[config.mk]
export PLATFORM = sky130hd
export DESIGN_NAME = pmon_monitor
export DESIGN_NICKNAME = d
export VERILOG_FILES = /design/src/pmon_pkg.sv /design/src/pmon_monitor.sv
export SDC_FILE = /design/constraint.sdc
export NUM_CORES = 1
export LEC_CHECK = 0
export BUFFER_PORTS_ARGS = -buffer_cell sky130_fd_sc_hd__buf_2
export CORE_MARGIN = 10
export CORE_UTILIZATION = 40
export CTS_CLUSTER_SIZE = 25
export DETAILED_ROUTE_END_ITERATION = 8
export GPL_ROUTABILITY_DRIVEN = 0
export SLEW_MARGIN = 25
export SYNTH_ARGS = -nofsm -noshare
export SYNTH_HDL_FRONTEND = slang
export SYNTH_SLANG_ARGS = --single-unit
[constraint.sdc]
create_clock -name hclk -period 4.29 [get_ports hclk]
set_input_delay 0.858 -clock hclk [delete_from_list [all_inputs] [get_ports hclk]]
set_output_delay 0.858 -clock hclk [all_outputs]
set_load 0.005 [all_outputs]
[src/pmon_pkg.sv]
// package for the pump protection monitor: map, fields, resets, timing
package pmon_pkg;

    // ------------------------------------------------------------------
    // register byte addresses
    // ------------------------------------------------------------------
    localparam logic [7:0] PMON_CTRL_ADDR   = 8'h00;
    localparam logic [7:0] PMON_IMAX_ADDR   = 8'h04;
    localparam logic [7:0] PMON_IMIN_ADDR   = 8'h08;
    localparam logic [7:0] PMON_COSMIN_ADDR = 8'h0c;
    localparam logic [7:0] PMON_DELAY_ADDR  = 8'h10;
    localparam logic [7:0] PMON_CONT_ADDR   = 8'h14;
    localparam logic [7:0] PMON_LIMIT_ADDR  = 8'h18;
    localparam logic [7:0] PMON_STATUS_ADDR = 8'h1c;

    // ------------------------------------------------------------------
    // field positions
    // ------------------------------------------------------------------
    localparam int PMON_CTRL_CONT_BIT  = 0;
    localparam int PMON_CTRL_MIN_BIT   = 1;
    localparam int PMON_CTRL_HOUR_BIT  = 2;
    localparam int PMON_CTRL_THERM_BIT = 3;
    localparam int PMON_CTRL_CLR_BIT   = 4;
    localparam int PMON_DLY_OC_LSB     = 0;
    localparam int PMON_DLY_UC_LSB     = 8;
    localparam int PMON_DLY_COS_LSB    = 16;
    localparam int PMON_LIM_MIN_LSB    = 0;
    localparam int PMON_LIM_HOUR_LSB   = 8;
    localparam int PMON_LIM_THERM_LSB  = 16;
    localparam int PMON_ST_RUN_BIT     = 8;
    localparam int PMON_ST_TCNT_LSB    = 16;

    // ------------------------------------------------------------------
    // reset values and legal ranges
    // ------------------------------------------------------------------
    localparam logic        PMON_CONT_EN_RST  = 1'b0;
    localparam logic        PMON_MIN_EN_RST   = 1'b1;
    localparam logic        PMON_HOUR_EN_RST  = 1'b0;
    localparam logic        PMON_THERM_EN_RST = 1'b1;
    localparam logic [9:0]  PMON_IMAX_RST     = 10'h000;
    localparam logic [9:0]  PMON_IMIN_RST     = 10'h000;
    localparam logic [6:0]  PMON_COSMIN_RST   = 7'h14;
    localparam logic [3:0]  PMON_OC_DLY_RST   = 4'h5;
    localparam logic [3:0]  PMON_OC_DLY_MIN   = 4'h5;
    localparam logic [3:0]  PMON_OC_DLY_MAX   = 4'hf;
    localparam logic [6:0]  PMON_DLY_RST      = 7'h03;
    localparam logic [6:0]  PMON_DLY_MIN      = 7'h01;
    localparam logic [6:0]  PMON_DLY_MAX      = 7'h78;
    localparam logic [13:0] PMON_CONT_RST     = 14'h05a0;
    localparam logic [13:0] PMON_CONT_MIN     = 14'h0001;
    localparam logic [13:0] PMON_CONT_MAX     = 14'h270f;
    localparam logic [3:0]  PMON_SMIN_RST     = 4'h9;
    localparam logic [3:0]  PMON_SMIN_MIN     = 4'h1;
    localparam logic [3:0]  PMON_SMIN_MAX     = 4'h9;
    localparam logic [6:0]  PMON_SHOUR_RST    = 7'h06;
    localparam logic [6:0]  PMON_SHOUR_MIN    = 7'h01;
    localparam logic [6:0]  PMON_SHOUR_MAX    = 7'h63;
    localparam logic [3:0]  PMON_TMAX_RST     = 4'h1;
    localparam logic [3:0]  PMON_TMAX_MIN     = 4'h1;
    localparam logic [3:0]  PMON_TMAX_MAX     = 4'ha;

    // ------------------------------------------------------------------
    // timing
    // ------------------------------------------------------------------
    localparam int          PMON_CLK_MHZ      = 250;
    localparam int          PMON_TICK_MS      = 1000;
    localparam int          PMON_TICK_CYCLES  = PMON_TICK_MS * 1000
                                                * PMON_CLK_MHZ;
    localparam logic [5:0]  PMON_SEC_PER_MIN  = 6'h3c;
    localparam logic [5:0]  PMON_MIN_PER_HOUR = 6'h3c;

    // ------------------------------------------------------------------
    // alarm vector positions
    // ------------------------------------------------------------------
    typedef enum logic [2:0] {
        PMON_AL_OC    = 3'b000,
        PMON_AL_UC    = 3'b001,
        PMON_AL_DRY   = 3'b010,
        PMON_AL_CONT  = 3'b011,
        PMON_AL_SMIN  = 3'b100,
        PMON_AL_SHOUR = 3'b101
    } pmon_alarm_t;
    localparam int PMON_AL_THERM = 6;
    localparam int PMON_NUM_AL   = 7;

    // ------------------------------------------------------------------
    // carriers
    // ------------------------------------------------------------------
    typedef struct packed {
        logic [9:0] current;
        logic [6:0] cosphi;
        logic       run_cmd;
        logic       therm_closed;
        logic       button;
    } pmon_sense_t;

    typedef struct packed {
        logic                   cont_en;
        logic                   min_en;
        logic                   hour_en;
        logic                   therm_en;
        logic [9:0]             imax;
        logic [9:0]             imin;
        logic [6:0]             cosmin;
        logic [3:0]             oc_dly;
        logic [6:0]             uc_dly;
        logic [6:0]             cos_dly;
        logic [13:0]            cont_lim;
        logic [3:0]             smin_lim;
        logic [6:0]             shour_lim;
        logic [3:0]             tmax;
    } pmon_cfg_t;

    typedef struct packed {
        pmon_cfg_t              cfg;
        logic                   clr;
        logic                   wr_pend;
        logic [7:0]             wr_addr;
        logic [31:0]            hrdata;
        logic [27:0]            div;
        logic [5:0]             sec;
        logic [5:0]             min;
        logic [6:0]             oc_cnt;
        logic [6:0]             uc_cnt;
        logic [6:0]             cos_cnt;
        logic [5:0]             run_sec;
        logic [13:0]            run_min;
        logic [3:0]             smin_cnt;
        logic [6:0]             shour_cnt;
        logic [3:0]             tcnt;
        logic                   run_cmd_q;
        logic                   therm_q;
        logic [PMON_NUM_AL-1:0] alarm;
        logic                   pump_run;
    } pmon_state_t;

endpackage

[src/pmon_monitor.sv]
// pump protection monitor with its ahb-lite register slave
//
// Chosen here: register access over AHB-Lite and the register offsets.
`timescale 1ns/1ps

module pmon_monitor
    import pmon_pkg::*;
#(
    parameter int TICK_CYCLES = PMON_TICK_CYCLES
) (
    input  wire logic                   hclk,
    input  wire logic                   hresetn,
    input  wire logic                   hsel,
    input  wire logic [31:0]            haddr,
    input  wire logic [1:0]             htrans,
    input  wire logic                   hwrite,
    input  wire logic [2:0]             hsize,
    input  wire logic [31:0]            hwdata,
    input  wire logic                   hready,
    output logic                        hreadyout,
    output logic                        hresp,
    output logic [31:0]                 hrdata,
    input  wire logic [9:0]             motor_current,
    input  wire logic [6:0]             motor_cosphi,
    input  wire logic                   run_cmd,
    input  wire logic                   therm_closed,
    input  wire logic                   pump_button,
    output logic                        pump_run,
    output logic [PMON_NUM_AL-1:0]      alarm
);

    // ------------------------------------------------------------------
    // helpers
    // ------------------------------------------------------------------
    function automatic logic [13:0] clamp(input logic [13:0] v,
                                          input logic [13:0] lo,
                                          input logic [13:0] hi);
        logic [13:0] r;
        r = v;
        if (v < lo) begin
            r = lo;
        end else if (v > hi) begin
            r = hi;
        end
        return r;
    endfunction

    function automatic logic [31:0] read_reg(input logic [7:0] a,
                                             input pmon_state_t s);
        logic [31:0] d;
        d = 32'h0000_0000;
        case (a)
            PMON_CTRL_ADDR: begin
                d[PMON_CTRL_CONT_BIT]  = s.cfg.cont_en;
                d[PMON_CTRL_MIN_BIT]   = s.cfg.min_en;
                d[PMON_CTRL_HOUR_BIT]  = s.cfg.hour_en;
                d[PMON_CTRL_THERM_BIT] = s.cfg.therm_en;
            end
            PMON_IMAX_ADDR:   d[9:0] = s.cfg.imax;
            PMON_IMIN_ADDR:   d[9:0] = s.cfg.imin;
            PMON_COSMIN_ADDR: d[6:0] = s.cfg.cosmin;
            PMON_DELAY_ADDR: begin
                d[PMON_DLY_OC_LSB +: 4]  = s.cfg.oc_dly;
                d[PMON_DLY_UC_LSB +: 7]  = s.cfg.uc_dly;
                d[PMON_DLY_COS_LSB +: 7] = s.cfg.cos_dly;
            end
            PMON_CONT_ADDR:   d[13:0] = s.cfg.cont_lim;
            PMON_LIMIT_ADDR: begin
                d[PMON_LIM_MIN_LSB +: 4]   = s.cfg.smin_lim;
                d[PMON_LIM_HOUR_LSB +: 7]  = s.cfg.shour_lim;
                d[PMON_LIM_THERM_LSB +: 4] = s.cfg.tmax;
            end
            PMON_STATUS_ADDR: begin
                d[PMON_NUM_AL-1:0]         = s.alarm;
                d[PMON_ST_RUN_BIT]         = s.pump_run;
                d[PMON_ST_TCNT_LSB +: 4]   = s.tcnt;
            end
            default: d = 32'h0000_0000;
        endcase
        return d;
    endfunction

    // ------------------------------------------------------------------
    // state
    // ------------------------------------------------------------------
    pmon_state_t q;
    pmon_state_t next_q;
    pmon_sense_t sense;

    logic tick;
    logic min_end;
    logic hour_end;
    logic running;
    logic start_evt;
    logic trip_evt;
    logic oc_cond;
    logic uc_cond;
    logic cos_cond;
    logic reset_req;
    logic addr_ok;

    assign sense = '{current: motor_current, cosphi: motor_cosphi,
                     run_cmd: run_cmd, therm_closed: therm_closed,
                     button: pump_button};

    assign hreadyout = 1'b1;
    assign hresp     = 1'b0;
    assign hrdata    = q.hrdata;
    assign pump_run  = q.pump_run;
    assign alarm     = q.alarm;

    always_comb begin
        next_q = q;

        // --------------------------------------------------------------
        // time base
        // --------------------------------------------------------------
        tick     = (q.div == 28'(TICK_CYCLES - 1));
        min_end  = tick && (q.sec == PMON_SEC_PER_MIN - 6'h01);
        hour_end = min_end && (q.min == PMON_MIN_PER_HOUR - 6'h01);
        next_q.div = tick ? 28'h000_0000 : q.div + 28'h000_0001;
        if (tick) begin
            next_q.sec = min_end ? 6'h00 : q.sec + 6'h01;
        end
        if (min_end) begin
            next_q.min = hour_end ? 6'h00 : q.min + 6'h01;
        end

        // --------------------------------------------------------------
        // register bus
        // --------------------------------------------------------------
        addr_ok   = hsel && htrans[1] && hready;
        next_q.clr = 1'b0;
        next_q.wr_pend = addr_ok && hwrite;
        next_q.wr_addr = {haddr[7:2], 2'b00};
        if (addr_ok && !hwrite) begin
            next_q.hrdata = read_reg({haddr[7:2], 2'b00}, q);
        end
        if (q.wr_pend) begin
            case (q.wr_addr)
                PMON_CTRL_ADDR: begin
                    next_q.cfg.cont_en  = hwdata[PMON_CTRL_CONT_BIT];
                    next_q.cfg.min_en   = hwdata[PMON_CTRL_MIN_BIT];
                    next_q.cfg.hour_en  = hwdata[PMON_CTRL_HOUR_BIT];
                    next_q.cfg.therm_en = hwdata[PMON_CTRL_THERM_BIT];
                    next_q.clr          = hwdata[PMON_CTRL_CLR_BIT];
                end
                PMON_IMAX_ADDR:   next_q.cfg.imax   = hwdata[9:0];
                PMON_IMIN_ADDR:   next_q.cfg.imin   = hwdata[9:0];
                PMON_COSMIN_ADDR: next_q.cfg.cosmin = hwdata[6:0];
                PMON_DELAY_ADDR: begin
                    next_q.cfg.oc_dly = 4'(clamp(
                        14'(hwdata[PMON_DLY_OC_LSB +: 4]),
                        14'(PMON_OC_DLY_MIN), 14'(PMON_OC_DLY_MAX)));
                    next_q.cfg.uc_dly = 7'(clamp(
                        14'(hwdata[PMON_DLY_UC_LSB +: 7]),
                        14'(PMON_DLY_MIN), 14'(PMON_DLY_MAX)));
                    next_q.cfg.cos_dly = 7'(clamp(
                        14'(hwdata[PMON_DLY_COS_LSB +: 7]),
                        14'(PMON_DLY_MIN), 14'(PMON_DLY_MAX)));
                end
                PMON_CONT_ADDR: begin
                    next_q.cfg.cont_lim = clamp(hwdata[13:0],
                        PMON_CONT_MIN, PMON_CONT_MAX);
                end
                PMON_LIMIT_ADDR: begin
                    next_q.cfg.smin_lim = 4'(clamp(
                        14'(hwdata[PMON_LIM_MIN_LSB +: 4]),
                        14'(PMON_SMIN_MIN), 14'(PMON_SMIN_MAX)));
                    next_q.cfg.shour_lim = 7'(clamp(
                        14'(hwdata[PMON_LIM_HOUR_LSB +: 7]),
                        14'(PMON_SHOUR_MIN), 14'(PMON_SHOUR_MAX)));
                    next_q.cfg.tmax = 4'(clamp(
                        14'(hwdata[PMON_LIM_THERM_LSB +: 4]),
                        14'(PMON_TMAX_MIN), 14'(PMON_TMAX_MAX)));
                end
                default: next_q.clr = 1'b0;
            endcase
        end

        // --------------------------------------------------------------
        // events
        // --------------------------------------------------------------
        running   = q.pump_run;
        reset_req = sense.button || q.clr;
        next_q.run_cmd_q = sense.run_cmd;
        next_q.therm_q   = sense.therm_closed;
        start_evt = sense.run_cmd && !q.run_cmd_q;
        trip_evt  = q.therm_q && !sense.therm_closed;

        // zero threshold setting disables the current checks
        oc_cond  = running && (q.cfg.imax != 10'h000)
                   && (sense.current > q.cfg.imax);
        uc_cond  = running && (q.cfg.imin != 10'h000)
                   && (sense.current < q.cfg.imin);
        cos_cond = running && (q.cfg.cosmin != 7'h00)
                   && (sense.cosphi < q.cfg.cosmin);

        // --------------------------------------------------------------
        // operator reset of latched alarms
        // --------------------------------------------------------------
        if (reset_req) begin
            next_q.alarm[PMON_AL_OC]    = 1'b0;
            next_q.alarm[PMON_AL_UC]    = 1'b0;
            next_q.alarm[PMON_AL_DRY]   = 1'b0;
            next_q.alarm[PMON_AL_CONT]  = 1'b0;
            next_q.alarm[PMON_AL_THERM] = 1'b0;
            next_q.tcnt                 = 4'h0;
        end

        // --------------------------------------------------------------
        // qualifying timers, restart on dropout
        // --------------------------------------------------------------
        // alarm on the tick after the delay is full, so the tick
        // phase can never shorten the qualifying time
        if (!oc_cond) begin
            next_q.oc_cnt = 7'h00;
        end else if (tick) begin
            next_q.oc_cnt = q.oc_cnt + 7'h01;
            if (q.oc_cnt >= 7'(q.cfg.oc_dly)) begin
                next_q.alarm[PMON_AL_OC] = 1'b1;
            end
        end
        if (!uc_cond) begin
            next_q.uc_cnt = 7'h00;
        end else if (tick) begin
            next_q.uc_cnt = q.uc_cnt + 7'h01;
            if (q.uc_cnt >= q.cfg.uc_dly) begin
                next_q.alarm[PMON_AL_UC] = 1'b1;
            end
        end
        if (!cos_cond) begin
            next_q.cos_cnt = 7'h00;
        end else if (tick) begin
            next_q.cos_cnt = q.cos_cnt + 7'h01;
            if (q.cos_cnt >= q.cfg.cos_dly) begin
                next_q.alarm[PMON_AL_DRY] = 1'b1;
            end
        end

        // --------------------------------------------------------------
        // continuous running
        // --------------------------------------------------------------
        if (!running) begin
            next_q.run_sec = 6'h00;
            next_q.run_min = 14'h0000;
        end else if (tick) begin
            if (q.run_sec == PMON_SEC_PER_MIN - 6'h01) begin
                next_q.run_sec = 6'h00;
                if (q.run_min != PMON_CONT_MAX) begin
                    next_q.run_min = q.run_min + 14'h0001;
                end
                // full minutes beyond the limit: the run is longer
                if (q.cfg.cont_en && q.run_min >= q.cfg.cont_lim) begin
                    next_q.alarm[PMON_AL_CONT] = 1'b1;
                end
            end else begin
                next_q.run_sec = q.run_sec + 6'h01;
            end
        end

        // --------------------------------------------------------------
        // start counting per minute and per hour
        // --------------------------------------------------------------
        if (min_end) begin
            next_q.smin_cnt = 4'h0;
            next_q.alarm[PMON_AL_SMIN] = 1'b0;
        end else if (start_evt) begin
            if (q.smin_cnt != 4'hf) begin
                next_q.smin_cnt = q.smin_cnt + 4'h1;
            end
            if (q.cfg.min_en && q.smin_cnt + 4'h1 > q.cfg.smin_lim) begin
                next_q.alarm[PMON_AL_SMIN] = 1'b1;
            end
        end
        if (hour_end) begin
            next_q.shour_cnt = 7'h00;
            next_q.alarm[PMON_AL_SHOUR] = 1'b0;
        end else if (start_evt) begin
            if (q.shour_cnt != 7'h7f) begin
                next_q.shour_cnt = q.shour_cnt + 7'h01;
            end
            if (q.cfg.hour_en
                && q.shour_cnt + 7'h01 > q.cfg.shour_lim) begin
                next_q.alarm[PMON_AL_SHOUR] = 1'b1;
            end
        end

        // --------------------------------------------------------------
        // thermal trips, no time window
        // --------------------------------------------------------------
        if (trip_evt) begin
            if (next_q.tcnt != 4'hf) begin
                next_q.tcnt = next_q.tcnt + 4'h1;
            end
        end
        if (q.cfg.therm_en && next_q.tcnt > q.cfg.tmax) begin
            next_q.alarm[PMON_AL_THERM] = 1'b1;
        end

        // --------------------------------------------------------------
        // pump drive: any alarm stops and inhibits the pump
        // --------------------------------------------------------------
        next_q.pump_run = sense.run_cmd && (next_q.alarm == '0);
    end

    always_ff @(posedge hclk or negedge hresetn) begin
        if (!hresetn) begin
            q                <= '0;
            q.cfg.cont_en    <= PMON_CONT_EN_RST;
            q.cfg.min_en     <= PMON_MIN_EN_RST;
            q.cfg.hour_en    <= PMON_HOUR_EN_RST;
            q.cfg.therm_en   <= PMON_THERM_EN_RST;
            q.cfg.imax       <= PMON_IMAX_RST;
            q.cfg.imin       <= PMON_IMIN_RST;
            q.cfg.cosmin     <= PMON_COSMIN_RST;
            q.cfg.oc_dly     <= PMON_OC_DLY_RST;
            q.cfg.uc_dly     <= PMON_DLY_RST;
            q.cfg.cos_dly    <= PMON_DLY_RST;
            q.cfg.cont_lim   <= PMON_CONT_RST;
            q.cfg.smin_lim   <= PMON_SMIN_RST;
            q.cfg.shour_lim  <= PMON_SHOUR_RST;
            q.cfg.tmax       <= PMON_TMAX_RST;
            q.therm_q        <= 1'b1;
        end else begin
            q <= next_q;
        end
    end

endmodule

==> impl_metrics.env <==
export IMPL_run_status="finished clean"
export IMPL_post_synth_instance_area_um2=11800
export IMPL_setup_viol_count_final=0
export IMPL_number_of_buffers_added_on_ports=83
export IMPL_htreeDepth=1
export IMPL_final_max_slew_violation_count=0
export IMPL_fillers=2780
export IMPL_cts_tree="done"
export IMPL_post_synth_top_area_cell="sky130_fd_sc_hd__dfrtp_1"
export IMPL_synth_edf_count=0
export IMPL_fmax_mhz=305
export IMPL_cts_root_buffer_cell="sky130_fd_sc_hd__clkbuf_16"
export IMPL_cts_post_setup_buffers_inserted=0
export IMPL_maxSlewHeadroom_pct=36.7
export IMPL_max_cap_violations=0
export IMPL_ys_warnings_count=0
export IMPL_pin_count_of_the_biggest_net_entering_global_routing=123
export IMPL_initialDrtViolationCount=677
export IMPL_drt_pass1_iter_count=6
export IMPL_p_leak_nw=6.41
export IMPL_dieArea_um2=36900
export IMPL_worst_endpoint_arrival_ps=3690
export IMPL_final_hold_violation_count=0
export IMPL_regArea_um2=5380
export IMPL_grt_usage_pct=16.6
export IMPL_synth_seq_area_share_pct=45.4
export IMPL_core_area_um2=28900
export IMPL_synthCells=1271
export IMPL_wl_mm=30.3
export IMPL_criticalPathCategory="primary input to register"
export IMPL_clock_skew_final_ps=15.3
export IMPL_hpwl_mm=22.7
export IMPL_synthDistinctLibCells=61
export IMPL_route_detailed_vias_per_inst=5.29
export IMPL_clk_pin_slew_worst_paths_ps=60
export IMPL_grt_setup_unrepaired="no"
export IMPL_finish_utilization_pct=46.1
export IMPL_layout_min_cycle_time_ps=3280
export IMPL_multi_input_comb_area_um2=5730
export IMPL_dominantRegCellSynth="sky130_fd_sc_hd__dfrtp_1"
export IMPL_grt_antenna_before_repair=2
export IMPL_rows=62
export IMPL_post_dp_cell_area_um2=12500
export IMPL_layout_cells_most_common="sky130_fd_sc_hd__dfrtp_1"
export IMPL_drt_wirelength_per_cell_um=17.5
export IMPL_numPlacedInstances=1689
export IMPL_clock_tree_buffer_depth=3
export IMPL_die_w_um=192
export IMPL_first_global_vias=9091
export IMPL_die_height_um=192
export IMPL_syn_to_final_growth_pct=12.5
export IMPL_ant_nets=0
export IMPL_clock_net_sink_count=214
export IMPL_critical_path_required_ps=4700
export IMPL_drive_above_1_share_pct=14.1
export IMPL_total_power_mw=4.88
export IMPL_finalInstanceArea_um2=13300
export IMPL_synthesis_area_per_instance_um2=9.32
export IMPL_numCtsBuffers=24
export IMPL_irDropWorstVdd_v=0.000232
export IMPL_clkLatencyLatePin_ps=520
export IMPL_post_cts_resized_instances=0
export IMPL_starting_density_pct=40.9
export IMPL_worst_setup_path_start_kind="primary input"
export IMPL_wire_length_of_the_first_global_routing_pass_mm=49.4
export IMPL_worst_pin_slew_ps=948
export IMPL_worstHoldPathType="primary input to asynchronous set/reset pin"
export IMPL_pin_count=136
export IMPL_power_density_nw_per_um2=366
export IMPL_mostFrequentLayoutCells="sky130_fd_sc_hd__dfrtp_1 (194), sky130_fd_sc_hd__nand2_1 (176), sky130_fd_sc_hd__o21ai_0 (129)"
export IMPL_crit_path_max_fanout=4
export IMPL_synthDominantCellAreaShare_pct=41.0
export IMPL_vias=9170
export IMPL_drt_drc_violations_left=0
export IMPL_final_setup_tns_ps=0
export IMPL_netlist_top_cells_area="sky130_fd_sc_hd__dfrtp_1 (41%), sky130_fd_sc_hd__ha_1 (8.8%), sky130_fd_sc_hd__nand2_1 (5.6%)"
export IMPL_crit_path_end_kind="register"
export IMPL_min_period_over_period_pct=76.5
export IMPL_nets=1509
export IMPL_grt_overflow_total=0
export IMPL_synth_async_sr_flop_share_pct=100
export IMPL_final_cells=1735
export IMPL_total_of_flip_flops_plus_latches_after_synthesis=214
export IMPL_holdBufCountCts=0
==> critical path, stage by stage <==
cell and delay (ps):
sky130_fd_sc_hd__buf_2 100, sky130_fd_sc_hd__nor2_1 160, sky130_fd_sc_hd__and2_1 200, sky130_fd_sc_hd__ha_1 220
sky130_fd_sc_hd__nand4_1 90, sky130_fd_sc_hd__nand2_1 110, sky130_fd_sc_hd__mux2_2 350, sky130_fd_sc_hd__ha_1 290
sky130_fd_sc_hd__nor2b_1 130, sky130_fd_sc_hd__o21a_1 160, sky130_fd_sc_hd__o21a_1 160, sky130_fd_sc_hd__o211ai_1 230
sky130_fd_sc_hd__o2111ai_1 130, sky130_fd_sc_hd__or3_1 350, sky130_fd_sc_hd__nor4_2 160
==> final timing paths <==
check / cells past startpoint / end / start / slack [ps]
worst min register to register: 2 / hrdata[8] / hrdata[8] / 470
max in group asynchronous: 3 / q[199] / hresetn / 2960
worst min-delay path: 1 / q[80] / hresetn / 190
min in group hclk: 1 / q[8] / therm_closed / 450
worst max register to register: 14 / pump_run / q[147] / 1070
worst max-delay path: 15 / pump_run / pump_button / 1010
==> through the flow <==
step           worst slack [ps]  hold WS [ps]
6_report                   1010           186
5_1_grt                     836           198
4_1_cts                    1030           434
3_5_place_dp                547           465
3_3_place_gp                605           456
2_1_floorplan               644           444
==> final cells by class <==
type	instances	area share [%]
inverter	83	2.34
timing repair buffer	104	4.62
antenna	1	0.0188
multi-input combinational	905	43.0
clock inverter	9	0.770
clock buffer	35	5.28
tap	384	3.60
sequential	214	40.4
==> cells by family (layout without fill, tap and decap cells) <==
group	after synthesis	in the layout	synth area share [%]
AOI/OAI and AO/OA	265	265	13.0
xor gates and xnor gates	62	62	4.59
adders and majority gates	84	84	8.85
buffers and inverters	162	231	6.50
DFF	214	214	45.4
muxes	33	33	3.03
other	2	13	0.0634
and+or+nand+nor	449	449	18.5
==> per-layer routing <==
layer | wire length (um) | GRT usage [%] | vias to the layer above
met5 | 13 | 0 | -
met4 | 649 | 4.29 | 2
met3 | 1710 | 2.61 | 43
met2 | 13800 | 26.6 | 210
met1 | 14200 | 22.8 | 4419
li1 | - | - | 4496
==> state kept, by name (all words and copies together) (netlist names) <==
| register | count |
|---|---|
| alarm | 7 |
| pump_run | 1 |
| q | 184 |
| hrdata | 22 |
==> report_power, final <==
group	internal (mW)	leakage, nW	switching (mW)
logic	0.241	3.40	0.319
clock network	1.26	0.388	0.838
registers	2.13	2.62	0.0985
total	3.62	6.41	1.26
==> synth_stat cells, types with 23 or more instances <==
library cell                 n
sky130_fd_sc_hd__inv_1      83
sky130_fd_sc_hd__a21oi_1    60
sky130_fd_sc_hd__nand4_1    31
sky130_fd_sc_hd__nand3_1    28
sky130_fd_sc_hd__o21ai_0   129
sky130_fd_sc_hd__clkbuf_1   30
sky130_fd_sc_hd__mux2_2     23
sky130_fd_sc_hd__nor2_1     82
sky130_fd_sc_hd__xnor2_1    27
sky130_fd_sc_hd__dfrtp_1   194
sky130_fd_sc_hd__xor2_1     35
sky130_fd_sc_hd__buf_4      41
sky130_fd_sc_hd__ha_1       83
sky130_fd_sc_hd__nand2_1   176
No activity file was read; power rests on OpenSTA's default activity.
